==> src/common/ucs_pkg.sv <==
package ucs_pkg;

	// ************************************************************
	// register map
	// ************************************************************
	localparam logic [7:0] UCS_OFS_CTRL = 8'hf8;
	localparam logic [7:0] UCS_OFS_IRQ_STAT = 8'he0;
	localparam logic [7:0] UCS_OFS_IRQ_MASK = 8'he1;

	localparam logic [7:0] UCS_CTRL_RST = 8'h00;
	localparam logic [3:0] UCS_IRQ_MASK_RST = 4'h0;

	// ************************************************************
	// control/status field positions
	// ************************************************************
	localparam int UCS_BIT_MODE = 7;
	localparam int UCS_BIT_RX_EN = 6;
	localparam int UCS_BIT_SLAVE = 5;
	localparam int UCS_BIT_FRM_ERR = 4;
	localparam int UCS_BIT_PE = 3;
	localparam int UCS_BIT_RXB = 2;
	localparam int UCS_BIT_TXB = 1;
	localparam int UCS_BIT_ACT = 0;

	// ************************************************************
	// event positions in the interrupt status and mask registers
	// ************************************************************
	localparam int UCS_EV_RXB = 0;
	localparam int UCS_EV_FRM_ERR = 1;
	localparam int UCS_EV_PE = 2;
	localparam int UCS_EV_TXB = 3;
	localparam int UCS_EV_W = 4;

	// ************************************************************
	// receive frame counts
	// ************************************************************
	localparam logic [2:0] UCS_DATA_LAST = 3'h7;
	localparam logic [2:0] UCS_CNT_RST = 3'h0;

	// ************************************************************
	// carriers
	// ************************************************************
	typedef struct packed {
		logic start_level;
		logic stop_level;
		logic two_stop;
		logic parity_en;
		logic nine_bit;
		logic parity_odd;
	} ucs_fmt_t;

	typedef struct packed {
		logic bit_stb;
		logic bit_val;
	} ucs_rx_bit_t;

	typedef struct packed {
		logic shifting;
		logic byte_sent;
		logic buf_empty;
	} ucs_tx_stat_t;

	typedef struct packed {
		logic uart_mode;
		logic spi_master;
		logic spi_slave;
		logic rx_enable;
	} ucs_mode_t;

	typedef struct packed {
		logic [7:0] addr;
		logic [7:0] wdata;
		logic we;
		logic rd_req;
	} ucs_bus_req_t;

	typedef enum logic [2:0] {
		UCS_RX_IDLE,
		UCS_RX_DATA,
		UCS_RX_NINTH,
		UCS_RX_STOP1,
		UCS_RX_STOP2
	} ucs_rx_state_t;

endpackage

==> src/rtl/ucs_ctrl_status.sv <==
// The address-and-strobe port was decided locally.
`timescale 1ns/100ps
module ucs_ctrl_status
	import ucs_pkg::*;
(
	input wire logic clk,
	input wire logic nrst,
	input wire ucs_bus_req_t bus_req,
	output logic [7:0] bus_rdata,
	input wire ucs_fmt_t fmt,
	input wire ucs_rx_bit_t rx_bit,
	input wire ucs_tx_stat_t tx_stat,
	output ucs_mode_t mode,
	output logic rx_int_pulse,
	output logic active,
	output logic irq
);

	// ************************************************************
	// bus decode
	// ************************************************************
	logic wr_ctrl;
	logic rd_ctrl;
	logic wr_mask;
	logic rd_stat;
	logic rd_mask;

	assign wr_ctrl = bus_req.we && (bus_req.addr == UCS_OFS_CTRL);
	assign rd_ctrl = bus_req.rd_req && (bus_req.addr == UCS_OFS_CTRL);
	assign wr_mask = bus_req.we && (bus_req.addr == UCS_OFS_IRQ_MASK);
	assign rd_stat = bus_req.rd_req && (bus_req.addr == UCS_OFS_IRQ_STAT);
	assign rd_mask = bus_req.rd_req && (bus_req.addr == UCS_OFS_IRQ_MASK);

	// ************************************************************
	// mode and enable bits
	// ************************************************************
	logic uart_mode_q;
	logic rx_en_q;
	logic slave_q;

	always_ff @(posedge clk or negedge nrst) begin
		if (!nrst) begin
			uart_mode_q <= UCS_CTRL_RST[UCS_BIT_MODE];
			rx_en_q <= UCS_CTRL_RST[UCS_BIT_RX_EN];
			slave_q <= UCS_CTRL_RST[UCS_BIT_SLAVE];
		end else if (wr_ctrl) begin
			uart_mode_q <= bus_req.wdata[UCS_BIT_MODE];
			rx_en_q <= bus_req.wdata[UCS_BIT_RX_EN];
			slave_q <= bus_req.wdata[UCS_BIT_SLAVE];
		end
	end

	// role only counts in synchronous mode
	always_comb begin
		mode.uart_mode = uart_mode_q;
		mode.spi_master = !uart_mode_q && !slave_q;
		mode.spi_slave = !uart_mode_q && slave_q;
		mode.rx_enable = rx_en_q;
	end

	// ************************************************************
	// receive frame tracker
	// ************************************************************
	ucs_rx_state_t rx_state_q;
	ucs_rx_state_t rx_state_d;
	logic [2:0] rx_cnt_q;
	logic [2:0] rx_cnt_d;
	logic rx_par_q;
	logic rx_par_d;
	logic rx_par_bad_q;
	logic rx_par_bad_d;
	logic rx_go;
	logic ev_rxb;
	logic ev_frm_err;
	logic ev_pe;

	// frames are only followed in asynchronous mode with the receiver on
	assign rx_go = uart_mode_q && rx_en_q;

	always_comb begin
		rx_state_d = rx_state_q;
		rx_cnt_d = rx_cnt_q;
		rx_par_d = rx_par_q;
		rx_par_bad_d = rx_par_bad_q;
		ev_rxb = 1'b0;
		ev_frm_err = 1'b0;
		ev_pe = 1'b0;
		if (!rx_go) begin
			rx_state_d = UCS_RX_IDLE;
		end else if (rx_bit.bit_stb) begin
			case (rx_state_q)
				UCS_RX_IDLE: begin
					// a strobe at the idle level is no start, stay put
					if (rx_bit.bit_val == fmt.start_level) begin
						rx_state_d = UCS_RX_DATA;
						rx_cnt_d = UCS_CNT_RST;
						rx_par_d = fmt.parity_odd;
						rx_par_bad_d = 1'b0;
					end
				end
				UCS_RX_DATA: begin
					rx_par_d = rx_par_q ^ rx_bit.bit_val;
					rx_cnt_d = rx_cnt_q + 3'h1;
					if (rx_cnt_q == UCS_DATA_LAST) begin
						rx_state_d = fmt.nine_bit ? UCS_RX_NINTH : UCS_RX_STOP1;
					end
				end
				UCS_RX_NINTH: begin
					// ninth bit carries parity only when parity is on
					rx_par_bad_d = fmt.parity_en && (rx_bit.bit_val != rx_par_q);
					rx_state_d = UCS_RX_STOP1;
				end
				UCS_RX_STOP1: begin
					ev_pe = rx_par_bad_q;
					if (rx_bit.bit_val == fmt.stop_level) begin
						ev_rxb = 1'b1;
						rx_state_d = fmt.two_stop ? UCS_RX_STOP2 : UCS_RX_IDLE;
					end else begin
						// broken frame: no ready flag
						ev_frm_err = 1'b1;
						rx_state_d = UCS_RX_IDLE;
					end
				end
				UCS_RX_STOP2: begin
					// second stop is judged a full bit after the first
					ev_frm_err = (rx_bit.bit_val != fmt.stop_level);
					rx_state_d = UCS_RX_IDLE;
				end
				default: begin
					rx_state_d = UCS_RX_IDLE;
				end
			endcase
		end
	end

	always_ff @(posedge clk or negedge nrst) begin
		if (!nrst) begin
			rx_state_q <= UCS_RX_IDLE;
			rx_cnt_q <= UCS_CNT_RST;
		end else begin
			rx_state_q <= rx_state_d;
			rx_cnt_q <= rx_cnt_d;
		end
	end

	// parity runs over the data bits only, seeded with the odd or even choice
	always_ff @(posedge clk or negedge nrst) begin
		if (!nrst) begin
			rx_par_q <= 1'b0;
			rx_par_bad_q <= 1'b0;
		end else begin
			rx_par_q <= rx_par_d;
			rx_par_bad_q <= rx_par_bad_d;
		end
	end

	// same edge as the receive-ready flag
	always_ff @(posedge clk or negedge nrst) begin
		if (!nrst) begin
			rx_int_pulse <= 1'b0;
		end else begin
			rx_int_pulse <= ev_rxb;
		end
	end

	// ************************************************************
	// transmit completion
	// ************************************************************
	logic ev_txb;

	// a byte still waiting in the buffer means this was not the last one
	assign ev_txb = tx_stat.byte_sent && tx_stat.buf_empty;

	// ************************************************************
	// activity
	// ************************************************************
	logic active_q;

	// next-state view, so the flag drops with the last stop strobe
	always_ff @(posedge clk or negedge nrst) begin
		if (!nrst) begin
			active_q <= 1'b0;
		end else begin
			active_q <= tx_stat.shifting || (rx_state_d != UCS_RX_IDLE);
		end
	end

	assign active = active_q;

	// ************************************************************
	// sticky status flags of the control register
	// ************************************************************
	logic [3:0] csr_set;
	logic [3:0] csr_clr;
	logic [3:0] csr_flags;

	always_comb begin
		csr_set = {ev_frm_err, ev_pe, ev_rxb, ev_txb};
		csr_clr = '0;
		// a 1 written to a flag leaves it alone
		if (wr_ctrl) begin
			csr_clr = ~bus_req.wdata[UCS_BIT_FRM_ERR:UCS_BIT_TXB];
		end
	end

	ucs_sticky #(
		.W(4)
	) u_csr_flags (
		.clk(clk),
		.nrst(nrst),
		.set(csr_set),
		.clr(csr_clr),
		.q(csr_flags)
	);

	// ************************************************************
	// interrupt status and mask
	// ************************************************************
	logic [UCS_EV_W-1:0] irq_set;
	logic [UCS_EV_W-1:0] irq_clr;
	logic [UCS_EV_W-1:0] irq_stat;
	logic [UCS_EV_W-1:0] irq_mask_q;
	logic irq_q;

	always_comb begin
		irq_set = '0;
		irq_set[UCS_EV_RXB] = ev_rxb;
		irq_set[UCS_EV_FRM_ERR] = ev_frm_err;
		irq_set[UCS_EV_PE] = ev_pe;
		irq_set[UCS_EV_TXB] = ev_txb;
		irq_clr = {UCS_EV_W{rd_stat}};
	end

	// read clears, but an event in the read cycle survives it
	ucs_sticky #(
		.W(UCS_EV_W)
	) u_irq_stat (
		.clk(clk),
		.nrst(nrst),
		.set(irq_set),
		.clr(irq_clr),
		.q(irq_stat)
	);

	// the mask only gates the output, events still land in status
	always_ff @(posedge clk or negedge nrst) begin
		if (!nrst) begin
			irq_mask_q <= UCS_IRQ_MASK_RST;
		end else if (wr_mask) begin
			irq_mask_q <= bus_req.wdata[UCS_EV_W-1:0];
		end
	end

	always_ff @(posedge clk or negedge nrst) begin
		if (!nrst) begin
			irq_q <= 1'b0;
		end else begin
			irq_q <= |(irq_stat & irq_mask_q);
		end
	end

	// one cycle behind the status bits
	assign irq = irq_q;

	// ************************************************************
	// read data
	// ************************************************************
	logic [7:0] ctrl_view;
	logic [7:0] rdata_d;
	logic [7:0] rdata_q;

	always_comb begin
		ctrl_view = '0;
		ctrl_view[UCS_BIT_MODE] = uart_mode_q;
		ctrl_view[UCS_BIT_RX_EN] = rx_en_q;
		ctrl_view[UCS_BIT_SLAVE] = slave_q;
		ctrl_view[UCS_BIT_FRM_ERR:UCS_BIT_TXB] = csr_flags;
		ctrl_view[UCS_BIT_ACT] = active_q;
	end

	// unmapped addresses read as zero
	always_comb begin
		rdata_d = '0;
		if (rd_ctrl) begin
			rdata_d = ctrl_view;
		end else if (rd_stat) begin
			rdata_d[UCS_EV_W-1:0] = irq_stat;
		end else if (rd_mask) begin
			rdata_d[UCS_EV_W-1:0] = irq_mask_q;
		end
	end

	always_ff @(posedge clk or negedge nrst) begin
		if (!nrst) begin
			rdata_q <= '0;
		end else begin
			rdata_q <= rdata_d;
		end
	end

	assign bus_rdata = rdata_q;

endmodule // ucs_ctrl_status

==> src/rtl/ucs_sticky.sv <==
`timescale 1ns/100ps
module ucs_sticky
	import ucs_pkg::*;
#(
	parameter int W = 4
) (
	input wire logic clk,
	input wire logic nrst,
	input wire logic [W-1:0] set,
	input wire logic [W-1:0] clr,
	output logic [W-1:0] q
);

	logic [W-1:0] q_q;

	// set wins over a clear landing in the same cycle
	always_ff @(posedge clk or negedge nrst) begin
		if (!nrst) begin
			q_q <= '0;
		end else begin
			q_q <= (q_q & ~clr) | set;
		end
	end

	assign q = q_q;

endmodule // ucs_sticky

==> config.mk <==
export PLATFORM = sky130hd
export DESIGN_NAME = ucs_ctrl_status
export DESIGN_NICKNAME = d
export VERILOG_FILES = /design/src/common/ucs_pkg.sv /design/src/rtl/ucs_ctrl_status.sv /design/src/rtl/ucs_sticky.sv
export SDC_FILE = /design/constraint.sdc
export NUM_CORES = 1
export LEC_CHECK = 0
export BUFFER_PORTS_ARGS = -buffer_cell sky130_fd_sc_hd__buf_2
export CORE_ASPECT_RATIO = 2
export CORE_UTILIZATION = 37
export CTS_BUF_LIST = sky130_fd_sc_hd__clkbuf_8
export CTS_CLUSTER_DIAMETER = 120
export DETAILED_ROUTE_END_ITERATION = 12
export PLACE_DENSITY = 0.72
export SETUP_SLACK_MARGIN = 0.05
export SYNTH_ARGS = -nofsm -noshare
export SYNTH_HDL_FRONTEND = slang
export SYNTH_SLANG_ARGS = --single-unit
export TNS_END_PERCENT = 50
==> constraint.sdc <==
create_clock -name clk -period 4.48 [get_ports clk]
set_clock_uncertainty 0.05 [all_clocks]
set_input_delay 0.672 -clock clk [delete_from_list [all_inputs] [get_ports clk]]
set_output_delay 0.672 -clock clk [all_outputs]
set_load 0.02 [all_outputs]
# Word level (Yosys, flattened, before mapping)
# Cells that the tools add are included.
[op_classes]
add_sub_neg = 1
reduce_logical = 20
n_eq_ne = 13
bitwise = 9
mux = 30
[op_table]
columns = ["operator", "count"]
rows = [
  ["8-bit == test, second input constant", 3],
  ["3-bit two-way mux", 7],
  ["4-bit two-way mux", 5],
  ["1-bit two-way mux", 13],
  ["4-bit AND", 3],
  ["4-bit NOT", 3],
  ["3-bit one-hot mux with 4 select lines", 1],
  ["1-bit logical AND", 10],
  ["4-bit bitwise OR", 2],
  ["4-bit AND reduction", 2],
  ["3-bit by 2-bit == test with 1-bit output, second input constant", 2],
  ["3-bit == test, second input constant", 2],
  ["1-bit one-hot mux with 2 select lines", 3],
  ["3-bit one-hot mux with 2 select lines", 1],
  ["2-bit nonzero test", 2],
  ["4-bit OR reduction", 1],
  ["3-bit by 1-bit adder with 3-bit output, second input constant", 1],
  ["3-bit by 1-bit == test with 1-bit output, second input constant", 1],
  ["3-bit logical NOT", 1],
  ["3-bit nonzero test", 1],
  ["1-bit == test", 2],
  ["1-bit logical NOT", 2],
  ["1-bit != test", 2],
  ["2-bit != test, second input constant", 1],
  ["2 further kinds", 2],
]
[word_totals]
word_cells = 87
input_bits = 31
regBits = 34
out_inout_bits = 15

# Longest topological paths before layout
[logic_depth]
word_depth = 7
ltp_mapped = 6

# Modules after synthesis
# Synthesis repeated with hierarchy kept, for this count alone.
[hier_totals]
cells_unflattened = 146
area_unflattened_um2 = 1604.0
[by_module_without_submodules]
columns = ["mod", "cells_each", "area_each_um2", "seq_area_each_um2", "n_inst"]
rows = [
  ["ucs_ctrl_status", 122, 1313.8, 650.6, 1],
  ["ucs_sticky", 12, 145.1, 100.1, 2],
]

# Worst setup path before layout
# OpenSTA, ideal clock, no wires.
[synth_timing]
path_kind = "input to register"
start = "input rx_bit[0] (netlist name)"
end = "register active_q (netlist: active)"
path_buffers = 1
stages = 5
arrival_ns = 1.644
slack_ns = 2.647
path_cell_list = "buf_4 xnor2_1 o211ai_2 o21ai_1 or4_1"
[synth_via]
elab_chain_cells = 7
[synth_rtl]
columns = ["element", "line", "text"]
rows = [
  ["start: declaration", "ucs_ctrl_status.sv:11", "input wire ucs_rx_bit_t rx_bit,"],
  ["1-bit == test, on equally long branches", "ucs_ctrl_status.sv:115, ucs_ctrl_status.sv:94", ""],
  ["3-bit two-way mux, on equally long branches", "ucs_ctrl_status.sv:115, ucs_ctrl_status.sv:94", ""],
  ["3-bit one-hot mux with 4 select lines (*)", "ucs_ctrl_status.sv:91", "case (rx_state_q)"],
  ["3-bit two-way mux (*)", "ucs_ctrl_status.sv:90", "end else if (rx_bit.bit_stb) begin"],
  ["3-bit two-way mux (*)", "ucs_ctrl_status.sv:88", "if (!rx_go) begin"],
  ["via rx_state_d[0]", "ucs_ctrl_status.sv:65", "ucs_rx_state_t rx_state_d;"],
  ["3-bit nonzero test (*)", "ucs_ctrl_status.sv:184", "active_q <= tx_stat.shifting || (rx_state_d != UCS_RX_IDLE);"],
  ["1-bit logical OR (*)", "ucs_ctrl_status.sv:184", ""],
  ["end signal: assignment", "ucs_ctrl_status.sv:184", ""],
  ["end: declaration", "ucs_ctrl_status.sv:177", "logic active_q;"],
]
# The timed path passes the listed nets; every way through them passes the cells marked *.
# A chain may end at the register's enable or synchronous reset.

==> metrics.cfg <==
[status]
status = completed

[global_routing]
antenna_found_initial = 0
grt_pass1_wl_um = 4990
grt_pass1_vias = 1158
overflow = 0
grtUsageTotal_pct = 16.4
grt_max_degree = 35

[power]
pwr-share-clk_pct = 36.7
p_leak_uw = 0.000979
seqPwrFrac_pct = 56.1
internal_power_uw = 434
comb_power_share_pct = 7.2
netSwitchingFraction_pct = 22.8
power_density_nw_per_um2 = 305
power.switching_uw = 128
ir_drop_mv = 0.218

[floorplan]
io-pin-count = 46
core_um2 = 3880
start_util_pct = 38.9
die_x_um = 47.2
rows = 32
die-area_um2 = 4360
dieHeight_um = 92.4

[synth]
syn_area_um2 = 1510
yosys.cell_types.count = 37
yosys.area.top_type = dfrtp_1
syn_area_per_cell_um2 = 10.9
async_flop_share_pct = 100
yosysSeqAreaShare_pct = 56.3
synth_fp_nets = 171
synth-warning-count = 0
netlist_instances = 138
synth_commonest_cells = dfrtp_1, nand2_1, o21ai_0
yosys_most_used_dff = dfrtp_1
yosysTopAreaCellShare_pct = 56.3
synth_edf_count = 0
yosysMostFrequentCell = dfrtp_1
ys_ff_latch = 34
synth_area_leaders = dfrtp_1, o21ai_0, mux2_2

[setup_path]
rr_worst_depth = 5
path_class = flip-flop to output pin
r2r-start = rx_cnt_q[0]
endpoint = mode[1]
rr_endpoint = active
crit_path_end_kind = output pin
worstPathMaxFanout = 9
crit_arrival_ps = 1050
critPathLaunchType = flip-flop
cp-startpoint = uart_mode_q
crit_required_ps = 3760
rrSetupSlack_ps = 2750

[placed_design]
io_buffer_count = 45
pre_cts_ws_ps = 2410
hpwlAfterDp_um = 2280
gp_congestion = 0.795

[sta]
setup_tns_ps = 0
worstMarginPinSlew_ps = 708
slew_headroom_pct = 52.8
fin_crit_ps = 1770
fin_crit_sh_pct = 39.5
layout_setup_ws_ps = 2710
hold_viol = 0
setup_violations = 0
grt_setup_unrepaired = false
max_freq_ghz = 0.565
slew_violations = 0

[detailed_routing]
wl_um = 2920
wl_per_cell_um = 12.4
wl_met3_um = 117
wl_met1_um = 1040
drtIter0Drc = 10
via_per_inst = 4.91
top_layer = met4
vias = 1153
drc = 0
met2_length_um = 1680
ant_nets = 0
drtPass1Iterations = 2

[cells_and_area]
n_antenna_cell = 0
drive_above_1_share_pct = 33.7
area_growth_pct = 22.0
fin_nets = 217

[clocking]
ctsHoldBuffers = 0
clkTransAtPathRegs_ps = 70
cts_made_buffers = 5
cts-root-buf = clkbuf_8
cts_buffer_depth = 2
postCtsResizedCells = 0
cts_tree = yes
clkLatencyLatePin_ps = 290
post-cts-setup-buffers = 0
h-tree-depth = 2
clock_sinks = 34

[worst_hold_path]
hp-class = input pin to asynchronous set/reset pin

[flow_run]
maxCapViolations = 0

==> layer usage <==
metal | vias up | global-route usage (%)
met5 | - | 0
met4 | 0 | 10.0
met3 | 5 | 4.29
met2 | 30 | 27.9
met1 | 540 | 16.3
li1 | 578 | -
==> through the flow <==
step           util, %  hold WS, ps  instance area (um2)  std cells  total power [uW]
3_5_place_dp      45.4          415                 1760        228               362
3_3_place_gp      45.4          409                 1760        228               361
2_1_floorplan        -          326                 1510        138               339
6_report          47.4          380                 1840        235               562
5_1_grt           47.4          434                 1840        235               587
4_1_cts           47.4          405                 1840        235               570
==> flip-flops by register name, summed over array words and instances (netlist names) <==
| name | count |
|---|---|
| bus_rdata | 8 |
| irq_mask_q | 4 |
| u_csr_flags.q | 4 |
| u_irq_stat.q | 4 |
| rx_cnt_q | 3 |
| rx_state_q | 3 |
| active | 1 |
| irq | 1 |
| rx_en_q | 1 |
| rx_int_pulse | 1 |
| rx_par_bad_q | 1 |
| rx_par_q | 1 |
| slave_q | 1 |
| uart_mode_q | 1 |
==> power groups by stage <==
stage,sequential (uW),clock (uW),combinational (uW)
floorplan,321,0,17.5
global placement,321,0,40.7
detailed placement,321,0,41.4
CTS,315,214,41.5
global route,316,225,45.9
finish,315,206,40.5
==> cell families (layout without fill, tap and decap cells) <==
| kind of cell | Yosys count | count (layout) | synth area share, % |
|---|---|---|---|
| compound gates | 29 | 29 | 12.3 |
| xor+xnor | 3 | 3 | 1.74 |
| fa+ha+maj | 2 | 2 | 1.66 |
| buf+inv | 10 | 56 | 3.40 |
| flops | 34 | 34 | 56.3 |
| mux | 11 | 11 | 7.87 |
| simple gates | 49 | 49 | 16.7 |
==> cells in the final DEF (no fill, tap or decap), types with 4 or more instances in the layout <==
master / netlist / routed
mux2i_1: 4 / 4
dfrtp_1: 34 / 34
and2_1: 4 / 4
clkbuf_8: 0 / 5
mux2_2: 7 / 7
o21ai_0: 16 / 16
nand2_1: 20 / 20
inv_1: 4 / 4
nand3_1: 5 / 5
buf_2: 2 / 45
nor2_1: 7 / 7
==> cell type report <==
cell class,count,area [um2]
clock inverter,2,10.0
multi-input combinational,94,608
clock buffer,5,68.8
inverter,4,15.0
fill,409,2040
tap,51,63.8
sequential,34,851
timing repair buffer,45,225
==> worst min path at each step <==
stage	startpoint	to	cells past startpoint	slack, ps
after floorplan	nrst	active	0	330
after global placement	u_csr_flags.q[3]	bus_rdata[4]	1	410
after detailed placement	u_csr_flags.q[3]	bus_rdata[4]	1	410
after CTS	nrst	rx_state_q[0]	1	400
after global routing	nrst	slave_q	1	430
final	nrst	slave_q	1	380
==> critical path, stage by stage, from the launching register on <==
cell     delay (ps)
dfrtp_1         460
nor2b_1         130
buf_2           170
Note: power is estimated with default switching activity, not from simulation.
